### config.mk
export PLATFORM = sky130hd
export DESIGN_NAME = asc_seq
export DESIGN_NICKNAME = d
export VERILOG_FILES = /design/src/hw/asc_pkg.sv /design/src/hw/asc_seq.sv
export SDC_FILE = /design/constraint.sdc
export NUM_CORES = 1
export LEC_CHECK = 0
export BUFFER_PORTS_ARGS = -buffer_cell sky130_fd_sc_hd__buf_2
export CAP_MARGIN = 20
export CORE_MARGIN = 5
export CORE_UTILIZATION = 60
export CTS_CLUSTER_SIZE = 16
export DETAILED_ROUTE_END_ITERATION = 10
export HOLD_SLACK_MARGIN = 0.08
export PLACE_DENSITY_LB_ADDON = 0.3
export SLEW_MARGIN = 20
export SYNTH_ARGS = -nofsm -noshare
export SYNTH_HDL_FRONTEND = slang
export SYNTH_SLANG_ARGS = --single-unit
### constraint.sdc
create_clock -name CLOCK -period 3 [get_ports CLOCK]
set_input_delay 0.3 -clock CLOCK [delete_from_list [all_inputs] [get_ports CLOCK]]
set_output_delay 0.3 -clock CLOCK [all_outputs]
set_load 0.1 [all_outputs]
### src/hw/asc_pkg.sv
// shared constants and carrier types for the converter sequencer
package asc_pkg;
    localparam int unsigned NUM_CH = 5;
    localparam int unsigned RES_W  = 10;
    localparam logic [7:0] OFF_CTRL   = 8'h00;
    localparam logic [7:0] OFF_DELAY  = 8'h04;
    localparam logic [7:0] OFF_FLAGS  = 8'h08;
    localparam logic [7:0] OFF_ONESEL = 8'h0c;
    localparam logic [7:0] OFF_PERSEL = 8'h10;
    localparam logic [7:0] OFF_RES0   = 8'h14;
    localparam logic [7:0] OFF_RES4   = 8'h24;
    localparam int unsigned CTL_ON      = 0;
    localparam int unsigned CTL_ONESHOT = 1;
    localparam int unsigned CTL_PERIOD  = 2;
    localparam int unsigned CTL_PDONE   = 6;
    localparam int unsigned CTL_ODONE   = 7;
    localparam int unsigned DLY_START_LO = 0;
    localparam int unsigned DLY_REP_LO   = 16;
    localparam int unsigned DLY_W        = 16;
    localparam int unsigned TICK_US  = 40;
    localparam int unsigned CLK_MHZ  = 250;
    localparam int unsigned TICK_CYC = TICK_US * CLK_MHZ;
    localparam logic [31:0] RST_VAL = 32'h0000_0000;

    typedef enum logic [2:0] {
        ASC_IDLE  = 3'b000,
        ASC_WAIT  = 3'b001,
        ASC_PICK  = 3'b010,
        ASC_CONV  = 3'b011,
        ASC_DONE  = 3'b100
    } asc_state_t;

    // request toward the converter core
    typedef struct packed {
        logic       start;
        logic [2:0] chan;
        logic       core_rst;
    } asc_req_t;
endpackage

### src/hw/asc_seq.sv
// five-channel converter sequencer with apb register file
//
// The APB register port was left to the implementer.
`timescale 1ns/1ps
module asc_seq #(
    parameter int unsigned TICK_CYCLES = asc_pkg::TICK_CYC
) (
    input  wire logic                      CLOCK,     // 250 MHz clock
    input  wire logic                      RESETN,    // main rail reset, low
    input  wire logic                      CLK_EN,    // freezes all state low
    input  wire logic                      PSEL,      // apb select
    input  wire logic                      PENABLE,   // apb access phase
    input  wire logic                      PWRITE,    // apb direction
    input  wire logic [7:0]                PADDR,     // apb byte address
    input  wire logic [31:0]               PWDATA,    // apb write data
    output logic      [31:0]               PRDATA,    // apb read data
    output logic                           PREADY,    // apb ready
    output logic                           PSLVERR,   // apb error
    output asc_pkg::asc_req_t              CORE_REQ,  // request to core
    input  wire logic                      CORE_DONE, // core finished, async
    input  wire logic [asc_pkg::RES_W-1:0] CORE_DATA  // core result
);
    localparam int unsigned NCH = asc_pkg::NUM_CH;
    localparam int unsigned DW  = asc_pkg::DLY_W;

    // the prescaler is sixteen bits wide and channel numbers three bits
    if (TICK_CYCLES < 2 || TICK_CYCLES >= (1 << DW))
        $error("TICK_CYCLES out of range");
    if (NCH > 8)
        $error("NUM_CH exceeds channel index width");

    function automatic logic [2:0] first_set(input logic [NCH-1:0] m);
        logic [2:0] r;
        r = 3'h0;
        for (int i = NCH - 1; i >= 0; i--)
        begin
            if (m[i])
                r = 3'(i);
        end
        return r;
    endfunction

    // control and configuration registers
    logic                 on_r;
    logic                 one_trig_r;
    logic                 per_trig_r;
    logic                 odone_r;
    logic                 pdone_r;
    logic [1:0]           ctl_spare_r;
    logic [31:0]          delay_r;
    logic [NCH-1:0]       flags_r;
    logic [NCH-1:0]       onesel_r;
    logic [NCH-1:0]       persel_r;
    logic [asc_pkg::RES_W-1:0] res_r [NCH];

    // sequencer state
    asc_pkg::asc_state_t  st_r;
    logic                 kind_per_r;
    logic [NCH-1:0]       left_r;
    logic [2:0]           cur_r;
    logic [DW-1:0]        dly_cnt_r;
    logic [15:0]          tick_cnt_r;
    logic                 tick_r;
    logic                 per_started_r;
    logic                 on_d_r;

    // done synchroniser: meta, then two agreeing stages
    logic                 dn_s0_r;
    logic                 dn_s1_r;
    logic                 dn_s2_r;
    logic                 dn_lvl_r;
    logic                 dn_lvl_d_r;
    logic [asc_pkg::RES_W-1:0] data_r;

    wire logic wr_acc = PSEL && PENABLE && PWRITE;
    wire logic [31:0] w = PWDATA;
    wire logic wr_ctl   = wr_acc && PADDR == asc_pkg::OFF_CTRL;
    wire logic wr_dly   = wr_acc && PADDR == asc_pkg::OFF_DELAY;
    wire logic wr_flags = wr_acc && PADDR == asc_pkg::OFF_FLAGS;
    wire logic wr_osel  = wr_acc && PADDR == asc_pkg::OFF_ONESEL;
    wire logic wr_psel  = wr_acc && PADDR == asc_pkg::OFF_PERSEL;
    wire logic conv_end = dn_lvl_r && !dn_lvl_d_r && st_r == asc_pkg::ASC_CONV;
    wire logic pass_beg = st_r == asc_pkg::ASC_PICK && !per_started_r;
    wire logic pass_end = st_r == asc_pkg::ASC_DONE;

    // three-stage sampling of the asynchronous done line
    always_ff @(posedge CLOCK or negedge RESETN)
    begin
        if (!RESETN)
        begin
            dn_s0_r    <= 1'b0;
            dn_s1_r    <= 1'b0;
            dn_s2_r    <= 1'b0;
            dn_lvl_r   <= 1'b0;
            dn_lvl_d_r <= 1'b0;
        end
        else if (CLK_EN)
        begin
            dn_s0_r    <= CORE_DONE;
            dn_s1_r    <= dn_s0_r;
            dn_s2_r    <= dn_s1_r;
            if (dn_s1_r == dn_s2_r)
                dn_lvl_r <= dn_s2_r;
            dn_lvl_d_r <= dn_lvl_r;
        end
    end

    // data is held by the core while done is high, so capture late is safe
    always_ff @(posedge CLOCK or negedge RESETN)
    begin
        if (!RESETN)
            data_r <= '0;
        else if (CLK_EN && dn_s2_r)
            data_r <= CORE_DATA;
    end

    // 40 us tick prescaler, restarted whenever a delay is loaded
    always_ff @(posedge CLOCK or negedge RESETN)
    begin
        if (!RESETN)
        begin
            tick_cnt_r <= '0;
            tick_r     <= 1'b0;
        end
        else if (CLK_EN)
        begin
            tick_r <= 1'b0;
            if (st_r != asc_pkg::ASC_WAIT)
                tick_cnt_r <= '0;
            else if (tick_cnt_r == 16'(TICK_CYCLES - 1))
            begin
                tick_cnt_r <= '0;
                tick_r     <= 1'b1;
            end
            else
                tick_cnt_r <= tick_cnt_r + 16'h0001;
        end
    end

    // control register
    always_ff @(posedge CLOCK or negedge RESETN)
    begin
        if (!RESETN)
        begin
            on_r        <= 1'b0;
            one_trig_r  <= 1'b0;
            per_trig_r  <= 1'b0;
            ctl_spare_r <= 2'h0;
            on_d_r      <= 1'b0;
        end
        else if (CLK_EN)
        begin
            on_d_r <= on_r;
            if (wr_ctl)
            begin
                on_r        <= w[asc_pkg::CTL_ON];
                per_trig_r  <= w[asc_pkg::CTL_PERIOD];
                ctl_spare_r <= w[4:3];
            end
            if (wr_ctl && w[asc_pkg::CTL_ONESHOT])
                one_trig_r <= 1'b1;
            else if (st_r == asc_pkg::ASC_IDLE && one_trig_r && on_r)
                one_trig_r <= 1'b0;
        end
    end

    // pass-done flags: a hardware set wins over a same-cycle clear
    always_ff @(posedge CLOCK or negedge RESETN)
    begin
        if (!RESETN)
        begin
            odone_r <= 1'b0;
            pdone_r <= 1'b0;
        end
        else if (CLK_EN)
        begin
            if (pass_end && !kind_per_r)
                odone_r <= 1'b1;
            else if (pass_beg && !kind_per_r)
                odone_r <= 1'b0;
            else if (wr_ctl && w[asc_pkg::CTL_ODONE])
                odone_r <= 1'b0;
            if (pass_end && kind_per_r)
                pdone_r <= 1'b1;
            else if (pass_beg && kind_per_r)
                pdone_r <= 1'b0;
            else if (wr_ctl && w[asc_pkg::CTL_PDONE])
                pdone_r <= 1'b0;
        end
    end

    // configuration registers
    always_ff @(posedge CLOCK or negedge RESETN)
    begin
        if (!RESETN)
        begin
            delay_r  <= asc_pkg::RST_VAL;
            onesel_r <= '0;
            persel_r <= '0;
        end
        else if (CLK_EN)
        begin
            if (wr_dly)
                delay_r <= w;
            if (wr_osel)
                onesel_r <= w[NCH-1:0];
            if (wr_psel)
                persel_r <= w[NCH-1:0];
        end
    end

    // per-channel done flags and results
    generate
        for (genvar g = 0; g < NCH; g++)
        begin : g_ch
            always_ff @(posedge CLOCK or negedge RESETN)
            begin
                if (!RESETN)
                begin
                    flags_r[g] <= 1'b0;
                    res_r[g]   <= '0;
                end
                else if (CLK_EN)
                begin
                    if (conv_end && cur_r == 3'(g))
                    begin
                        flags_r[g] <= 1'b1;
                        res_r[g]   <= data_r;
                    end
                    else if (wr_flags && w[g])
                        flags_r[g] <= 1'b0;
                end
            end
        end
    endgenerate

    // sequencer
    always_ff @(posedge CLOCK or negedge RESETN)
    begin
        if (!RESETN)
        begin
            st_r          <= asc_pkg::ASC_IDLE;
            kind_per_r    <= 1'b0;
            left_r        <= '0;
            cur_r         <= 3'h0;
            dly_cnt_r     <= '0;
            per_started_r <= 1'b0;
        end
        else if (CLK_EN)
        begin
            case (st_r)
                asc_pkg::ASC_IDLE:
                begin
                    per_started_r <= 1'b0;
                    if (!on_r)
                        st_r <= asc_pkg::ASC_IDLE;
                    else if (one_trig_r)
                    begin
                        kind_per_r <= 1'b0;
                        left_r     <= onesel_r;
                        st_r       <= asc_pkg::ASC_PICK;
                    end
                    else if (per_trig_r)
                    begin
                        kind_per_r <= 1'b1;
                        dly_cnt_r  <= delay_r[asc_pkg::DLY_START_LO +: DW];
                        st_r       <= asc_pkg::ASC_WAIT;
                    end
                end
                asc_pkg::ASC_WAIT:
                begin
                    if (!per_trig_r || !on_r)
                        st_r <= asc_pkg::ASC_IDLE;
                    else if (dly_cnt_r == '0)
                    begin
                        left_r <= persel_r;
                        st_r   <= asc_pkg::ASC_PICK;
                    end
                    else if (tick_r)
                        dly_cnt_r <= dly_cnt_r - 16'h0001;
                end
                asc_pkg::ASC_PICK:
                begin
                    per_started_r <= 1'b1;
                    if (left_r == '0)
                        st_r <= asc_pkg::ASC_DONE;
                    else
                    begin
                        cur_r <= first_set(left_r);
                        st_r  <= asc_pkg::ASC_CONV;
                    end
                end
                asc_pkg::ASC_CONV:
                begin
                    if (conv_end)
                    begin
                        left_r[cur_r] <= 1'b0;
                        st_r          <= asc_pkg::ASC_PICK;
                    end
                end
                asc_pkg::ASC_DONE:
                begin
                    per_started_r <= 1'b0;
                    if (kind_per_r && per_trig_r && on_r)
                    begin
                        dly_cnt_r <= delay_r[asc_pkg::DLY_REP_LO +: DW];
                        st_r      <= asc_pkg::ASC_WAIT;
                    end
                    else
                        st_r <= asc_pkg::ASC_IDLE;
                end
                default:
                    st_r <= asc_pkg::ASC_IDLE;
            endcase
        end
    end

    // converter core request
    always_ff @(posedge CLOCK or negedge RESETN)
    begin
        if (!RESETN)
            CORE_REQ <= '0;
        else if (CLK_EN)
        begin
            CORE_REQ.start    <= st_r == asc_pkg::ASC_CONV && !dn_lvl_r;
            CORE_REQ.chan     <= cur_r;
            CORE_REQ.core_rst <= on_r && !on_d_r;
        end
    end

    // apb read path, zero wait states
    always_ff @(posedge CLOCK or negedge RESETN)
    begin
        if (!RESETN)
        begin
            PRDATA  <= '0;
            PREADY  <= 1'b0;
            PSLVERR <= 1'b0;
        end
        else if (CLK_EN)
        begin
            PREADY  <= PSEL && !PENABLE;
            PSLVERR <= 1'b0;
            PRDATA  <= '0;
            if (PSEL && !PENABLE && !PWRITE)
            begin
                if (PADDR == asc_pkg::OFF_CTRL)
                    PRDATA <= {24'h0, odone_r, pdone_r, 1'b0,
                               ctl_spare_r, per_trig_r,
                               one_trig_r, on_r};
                else if (PADDR == asc_pkg::OFF_DELAY)
                    PRDATA <= delay_r;
                else if (PADDR == asc_pkg::OFF_FLAGS)
                    PRDATA <= {27'h0, flags_r};
                else if (PADDR == asc_pkg::OFF_ONESEL)
                    PRDATA <= {27'h0, onesel_r};
                else if (PADDR == asc_pkg::OFF_PERSEL)
                    PRDATA <= {27'h0, persel_r};
                else if (PADDR >= asc_pkg::OFF_RES0 &&
                         PADDR <= asc_pkg::OFF_RES4 && PADDR[1:0] == 2'h0)
                    PRDATA <= {22'h0, res_r[3'((PADDR - asc_pkg::OFF_RES0)
                               >> 2)]};
                else
                    PSLVERR <= 1'b1;
            end
            else if (PSEL && !PENABLE && PWRITE &&
                     PADDR != asc_pkg::OFF_CTRL &&
                     PADDR != asc_pkg::OFF_DELAY &&
                     PADDR != asc_pkg::OFF_FLAGS &&
                     PADDR != asc_pkg::OFF_ONESEL &&
                     PADDR != asc_pkg::OFF_PERSEL)
                PSLVERR <= 1'b1;
        end
    end

    property p_flag_set;
        @(posedge CLOCK) disable iff (!RESETN)
        CLK_EN && conv_end |=> flags_r[$past(cur_r)];
    endproperty
    a_flag_set: assert property (p_flag_set)
        else $error("channel flag not set");

    property p_zero_keeps;
        @(posedge CLOCK) disable iff (!RESETN)
        CLK_EN && !wr_flags |=> ($past(flags_r) & ~flags_r) == '0;
    endproperty
    a_zero_keeps: assert property (p_zero_keeps)
        else $error("flag dropped without write");

    property p_odone;
        @(posedge CLOCK) disable iff (!RESETN)
        CLK_EN && pass_end && !kind_per_r |=> odone_r;
    endproperty
    a_odone: assert property (p_odone)
        else $error("one-shot done missing");

    property p_pdone;
        @(posedge CLOCK) disable iff (!RESETN)
        CLK_EN && pass_end && kind_per_r |=> pdone_r;
    endproperty
    a_pdone: assert property (p_pdone)
        else $error("periodic done missing");

    property p_upper_zero;
        @(posedge CLOCK) disable iff (!RESETN)
        PREADY && PADDR >= asc_pkg::OFF_RES0 |-> PRDATA[31:10] == 22'h0;
    endproperty
    a_upper_zero: assert property (p_upper_zero)
        else $error("result upper bits not zero");

    property p_trig_clear;
        @(posedge CLOCK) disable iff (!RESETN)
        CLK_EN && st_r == asc_pkg::ASC_IDLE && one_trig_r && on_r && !wr_ctl
        |=> !one_trig_r;
    endproperty
    a_trig_clear: assert property (p_trig_clear)
        else $error("one-shot trigger stuck");

    property p_zero_delay;
        @(posedge CLOCK) disable iff (!RESETN)
        CLK_EN && st_r == asc_pkg::ASC_WAIT && dly_cnt_r == '0 && per_trig_r
        && on_r |=> st_r == asc_pkg::ASC_PICK;
    endproperty
    a_zero_delay: assert property (p_zero_delay)
        else $error("zero delay waited");

    property p_core_rst;
        @(posedge CLOCK) disable iff (!RESETN)
        CLK_EN && on_r && !on_d_r |=> CORE_REQ.core_rst;
    endproperty
    a_core_rst: assert property (p_core_rst)
        else $error("core reset pulse missing");
endmodule

==> metrics.txt, run 1 <==
hold_sp PWDATA[1]; cts bufs inserted 21; xor-xnor portion of the synthesized cell area 0.008726; setup TNS after final layout 0 ps; Worst EP arrival 2690 ps; DPL Wire Length 16840 µm; routability-driven placement congestion ratio 0.9434; met3 WL post-DR 1464 µm; WS Path Type flop to flop; Slew @ Worst Pin 640.6 ps; # DRC 0; main combinational cell family by area after synthesis compound AO/OA/AOI/OAI gates; worst vdd ir 0.5759 mV; Clock transition at path regs 60 ps; gr ovfl total 0; Area growth, synth to finish 17.31%; Netlist Area Pre-Place 0.01004 mm²; PnR worst setup slack 670.5 ps; #FFs+latches synth 205; via density per instance 6.231; CP max FO 17; worst hold stages 3; number of max-cap violations 0; pin count of the biggest net entering global routing 81; H-tree depth 1; die area 0.01942 mm²; Synth Area in Simple Gates 0.1270; Mapped Cells 905; placed cell areas 0.01078 mm²; nature of the critical path endpoint flop; Worst Hold Path EP one_trig_r; P per Cell Area 615.7 mW/mm²; Diodes inserted 0; layout cells sized above 1 0.2731; Vias 7919; critical path's slowest cell or3b_1; Worst R2R Start st_r[1]; startpoint types flop; CP max stage delay 630 ps; DRT Wirelength 24740 µm; Ports 96; Finished Cell Area 0.01178 mm²; fmax 429.3 MHz; met2 routed WL 11960 µm; Unique masters post-synth 72; worst skew pair latency 490 ps; mux contribution to synthesized area 0.1420; r2r worst-path depth 5; Main synth FF type dfrtp_1; Core Footprint 0.01652 mm²; CTS Buffer Depth 3; Pre-antenna DRT Iters 5; crit path cell chain or3b_1, nor2_1, and4_1, or2_4, o21ai_0; syn_area_per_cell 11.09 µm²; total power 7.250 mW; first-pass GRT wire length 41770 µm; reg2reg setup slack 670 ps; status finished, final reports clean; skew final 11.26 ps; number of flops mapped to enable cells by yosys 0; I/O Buffers 95; CTS tree built; All-Layer GR Usage 0.2582; YS warnings 0; final setup fails 0; post-route ant nets 0; Max-slew headroom 0.5713; vias in the first global route 7880; Resized cells post-CTS 0; Adder-Cell Fraction of Synth Area 0.008726; unrepaired setup endpoints after global routing false; Layout Nets 1107; die height 139.3 µm; Post-Synthesis Net Count 969; DP Worst Slack 678.8 ps; Final Max Tran Viols 0; Met1 Routed Length 10580 µm; FF-to-FF End dly_cnt_r[8]; initial antenna violation count 0; routed len/inst 19.47 µm; DIE WIDTH 139.3 µm; CP required 3360 ps; sequential element share of the synthesized area 0.5111; Synth Area in Compound Gates 0.1673; P_leak 5.513 nW; row cnt 47; final hold violation count 0; Detailed Route Iter0 Violations 588; uppermost layer routed met4; fin crit share 0.7765; Tightest Hold Check Type input pin to flop; async set-or-reset flop fraction in the synthesized netlist 1.000; initial core utilization 0.6074; fin crit period 2330 ps; TritonCTS Sinks 205; root buf cell clkbuf_16
-- synthesized netlist by cell type, types with 11 or more instances --
master	count	area (µm²)
a21oi_1	31	155.2
a22o_1	28	245.2
o31ai_1	17	127.6
mux2i_1	13	130.1
a31oi_1	11	68.82
nand3_1	15	75.07
buf_2	15	75.07
inv_1	23	86.33
nor2_1	57	214.0
nor2b_1	17	106.4
clkbuf_1	22	82.58
dfrtp_1	205	5130
mux2_2	113	1272
o21ai_0	67	335.3
a22oi_1	13	97.59
nor3_1	24	120.1
nand2_1	59	221.5
-- worst max path at each step --
| stage | slack [ps] | depth (start not counted) | to | startpoint |
|---|---|---|---|---|
| 3_3_place_gp | 740 | 7 | delay_r[31] | PADDR[4] |
| 6_report | 670 | 5 | dly_cnt_r[8] | st_r[1] |
| 3_5_place_dp | 680 | 7 | delay_r[30] | PADDR[4] |
| 4_1_cts | 690 | 7 | dly_cnt_r[9] | st_r[1] |
| 5_1_grt | 500 | 5 | dly_cnt_r[5] | st_r[1] |
| 2_1_floorplan | 580 | 8 | persel_r[0] | PADDR[2] |
-- registers in the layout, indices dropped and copies added, names as in the netlist, 10 cells and up --
name	flops
PRDATA	32
data_r	10
delay_r	32
dly_cnt_r	16
res_r	50
tick_cnt_r	16
-- layout make-up --
cell class / instances / area (µm²)
clock buffer: 28 / 591.8
clock inverter: 3 / 15.01
fill: 1200 / 4750
inverter: 24 / 90.09
multi-input combinational: 627 / 4561
sequential: 205 / 5130
tap: 220 / 275.3
timing repair buffer: 164 / 1112
-- placed cells by master, fill, tap and decap left out, types with 8 or more instances in the layout --
master         netlist  routed
nor2_1              57      57
buf_2               15      94
a22o_1              28      28
mux2_2             113     113
dlygate4sd3_1        0      39
nor3_1              24      24
o21ai_0             67      67
or3_1                9       9
nand4_1              9       9
a221oi_1            10      10
a21oi_1             31      31
clkbuf_16            0      21
nor2b_1             17      17
dfrtp_1            205     205
mux2i_1             13      13
nand2_1             59      59
buf_4                6      29
a22oi_1             13      13
o2bb2ai_1            9       9
nand3_1             15      15
o31ai_1             17      17
inv_1               23      23
a32o_1               9       9
xnor2_1              8       8
a31oi_1             11      11
-- routing by layer --
metal	track usage	vias to the layer above
li1	-	3629
met1	0.3557	3931
met2	0.4237	298
met3	0.04082	61
met4	0.08342	0
met5	0	-
-- worst max-delay path: cells and delay by family (launching register included) --
family           cells  cell delay (ps)
AO/OA/AOI/OAI        1              130
flip-flops           1              560
AND/OR/NAND/NOR      4             1500
-- through the flow --
stage	util	cells	hold slack, ps
final	0.7126	1271	103.8
after global routing	0.7126	1271	113.7
after CTS	0.7126	1271	88.53
after detailed placement	0.6522	1201	318.1
after global placement	0.6522	1201	316.8
after floorplan	-	905	4.409
-- report_power, final --
group | switching, mW | internal (mW)
Combinational | 0.854 | 0.613
Clock | 1.02 | 1.36
Sequential | 0.304 | 3.10
-- cells by family (layout without fill, tap and decap cells) --
family | count (synthesis) | in the layout
compound gates | 241 | 241
xor+xnor | 10 | 10
fa+ha+maj | 7 | 7
buf+inv | 73 | 219
flops | 205 | 205
mux | 127 | 127
simple gates | 242 | 242
-- timing repair --
item | in CTS | in global routing
buffers inserted | 0 | 0
hold endpoints to repair | 101 | 0
hold buffers | 39 | 0
(Power assumes the default switching activity.)
==> run 2: changes to the inputs <==
==> constraint.sdc (replaced) <==
create_clock -name CLOCK -period 2.17 [get_ports CLOCK]
set_input_delay 0.217 -clock CLOCK [delete_from_list [all_inputs] [get_ports CLOCK]]
set_output_delay 0.217 -clock CLOCK [all_outputs]
set_load 0.1 [all_outputs]
==> metrics.txt, run 2 (synthesis results as in run 1) <==
postcts setup bufs 0 (unchanged); M2 GR Usage 0.4504 (was 0.4237); PnR worst setup slack 121.3 ps (was 670.5 ps); I/O Buffers 95 (unchanged); post-route ant nets 0 (unchanged); P per Cell Area 872.7 mW/mm² (was 615.7 mW/mm²); Tightest Hold Check Type input pin to flop (unchanged); DP Worst Slack 56.84 ps (was 678.8 ps); Worst EP arrival 2410 ps (was 2690 ps); worst hold stages 4 (was 3); fillers 1124 (was 1200); routed len/inst 19.80 µm (was 19.47 µm); setup TNS after final layout 0 ps (unchanged); max reg flops 50 (unchanged); via density per instance 6.179 (was 6.231); commonest non-fill, non-tap cell in the layout dfrtp_1 (unchanged); pin count of the biggest net entering global routing 69 (was 81); Area growth, synth to finish 21.54% (was 17.31%); final setup fails 0 (unchanged); # DRC 0 (unchanged); CTS tree built (unchanged); number of max-cap violations 0 (unchanged); startpoint types flop (unchanged); routability-driven placement congestion ratio 0.9565 (was 0.9434); worst skew pair latency 510 ps (was 490 ps); unrepaired setup endpoints after global routing false (unchanged); Finished Cell Area 0.01220 mm² (was 0.01178 mm²); skew final 11.36 ps (was 11.26 ps); met1 usage 0.3590 (was 0.3557); die area 0.01942 mm² (unchanged); Largest Register res_r (unchanged); H-tree depth 1 (unchanged); row cnt 47 (unchanged); vias in the first global route 8175 (was 7880); WS Path Type flop to flop (unchanged); r2r worst-path depth 5 (unchanged); Diodes inserted 0 (unchanged); placed cell areas 0.01102 mm² (was 0.01078 mm²); DRT Wirelength 25940 µm (was 24740 µm); Vias 8094 (was 7919); fin crit share 0.9441 (was 0.7765); Pre-antenna DRT Iters 5 (unchanged); final hold violation count 0 (unchanged); DIE WIDTH 139.3 µm (unchanged); Final Max Tran Viols 0 (unchanged); Clock transition at path regs 60 ps (about the same); die height 139.3 µm (unchanged); met3 GRT Util 0.03945 (was 0.04082); Core Footprint 0.01652 mm² (unchanged); initial core utilization 0.6074 (unchanged); storage element area 0.005130 mm² (unchanged); Ports 96 (unchanged); first-pass GRT wire length 42770 µm (was 41770 µm); TritonCTS Sinks 205 (unchanged); biggest registers after layout res_r (50), PRDATA (32), delay_r (32) (unchanged); Max-slew headroom 0.5850 (was 0.5713); CP max FO 20 (was 17); initial antenna violation count 0 (unchanged); cts bufs inserted 22 (was 21); CTS Buffer Depth 3 (unchanged); P_leak 5.735 nW (was 5.513 nW); area of the multi-input gates 0.004567 mm² (was 0.004561 mm²); Detailed Route Iter0 Violations 741 (was 588); Layout Nets 1138 (was 1107); CP required 2540 ps (was 3360 ps); total power 10.65 mW (was 7.250 mW); status finished, final reports clean (unchanged); fin util 0.7382 (was 0.7126); commonest cells after routing, fill and taps aside dfrtp_1 (205), mux2_2 (113), buf_2 (94) (unchanged); worst vdd ir 0.7709 mV (was 0.5759 mV); nature of the critical path endpoint flop (unchanged); gr ovfl total 0 (unchanged); Slew @ Worst Pin 622.5 ps (was 640.6 ps); fmax 488.1 MHz (was 429.3 MHz); All-Layer GR Usage 0.2656 (was 0.2582); DPL Wire Length 17570 µm (was 16840 µm); fin crit period 2049 ps (was 2330 ps); layout cells sized above 1 0.2963 (was 0.2731); busiest grt layer met2 (unchanged); root buf cell clkbuf_16 (unchanged)
## run 2: changes by cell type in the layout (fill, tap and decap cells not counted), sizes merged
cell and change:
clkinv +3, buf +25, dlygate4sd3 +5, clkbuf +4
bufinv +1, clkinvlp +1
## run 2: what timing repair did
item                       CTS  global route
hold endpoints to repair   126             0
hold buffers                44             0
setup endpoints to repair    0            10
gates resized for setup      0             1
## run 2: where the power goes
| part | switching (mW) | internal [mW] |
|---|---|---|
| Clock | 1.52 | 2.26 |
| Combinational | 1.27 | 0.950 |
| Sequential | 0.368 | 4.28 |
## run 2: critical path, cell delays in order (launching register included)
cell	delay [ps]
dfrtp_1	410
buf_12	160
or3b_1	420
o211ai_2	460
or2_4	320
o21ai_0	130
## run 2: per-layer routing
layer | routed length (µm) | share of wire
met5 | 0 | 0
met4 | 715 | 0.028
met3 | 1473 | 0.057
met2 | 13000 | 0.50
met1 | 10750 | 0.41
## run 2: final cells by class
cell class / count / area share
inverter: 24 / 0.007385
clock inverter: 8 / 0.005538
tap: 220 / 0.02256
timing repair buffer: 194 / 0.1148
sequential: 205 / 0.4205
clock buffer: 32 / 0.05487
multi-input combinational: 627 / 0.3744
## run 2: stage by stage
step                hold slack [ps]  cells
floorplan                    -78.59    905
global placement              274.8   1226
detailed placement            276.8   1226
CTS                           94.52   1310
global route                  117.0   1310
finish                        107.1   1310
## run 2: worst paths after layout
| check | from | endpoint | slack [ps] |
|---|---|---|---|
| worst max-delay path | st_r[2] | dly_cnt_r[5] | 120 |
| worst min-delay path | PENABLE | PSLVERR | 110 |
| min in group asynchronous | RESETN | PRDATA[28] | 290 |
| max in group asynchronous | RESETN | ctl_spare_r[1] | 1190 |
| worst max register to register | st_r[2] | dly_cnt_r[5] | 120 |
| worst min register to register | on_d_r | CORE_REQ[0] | 440 |
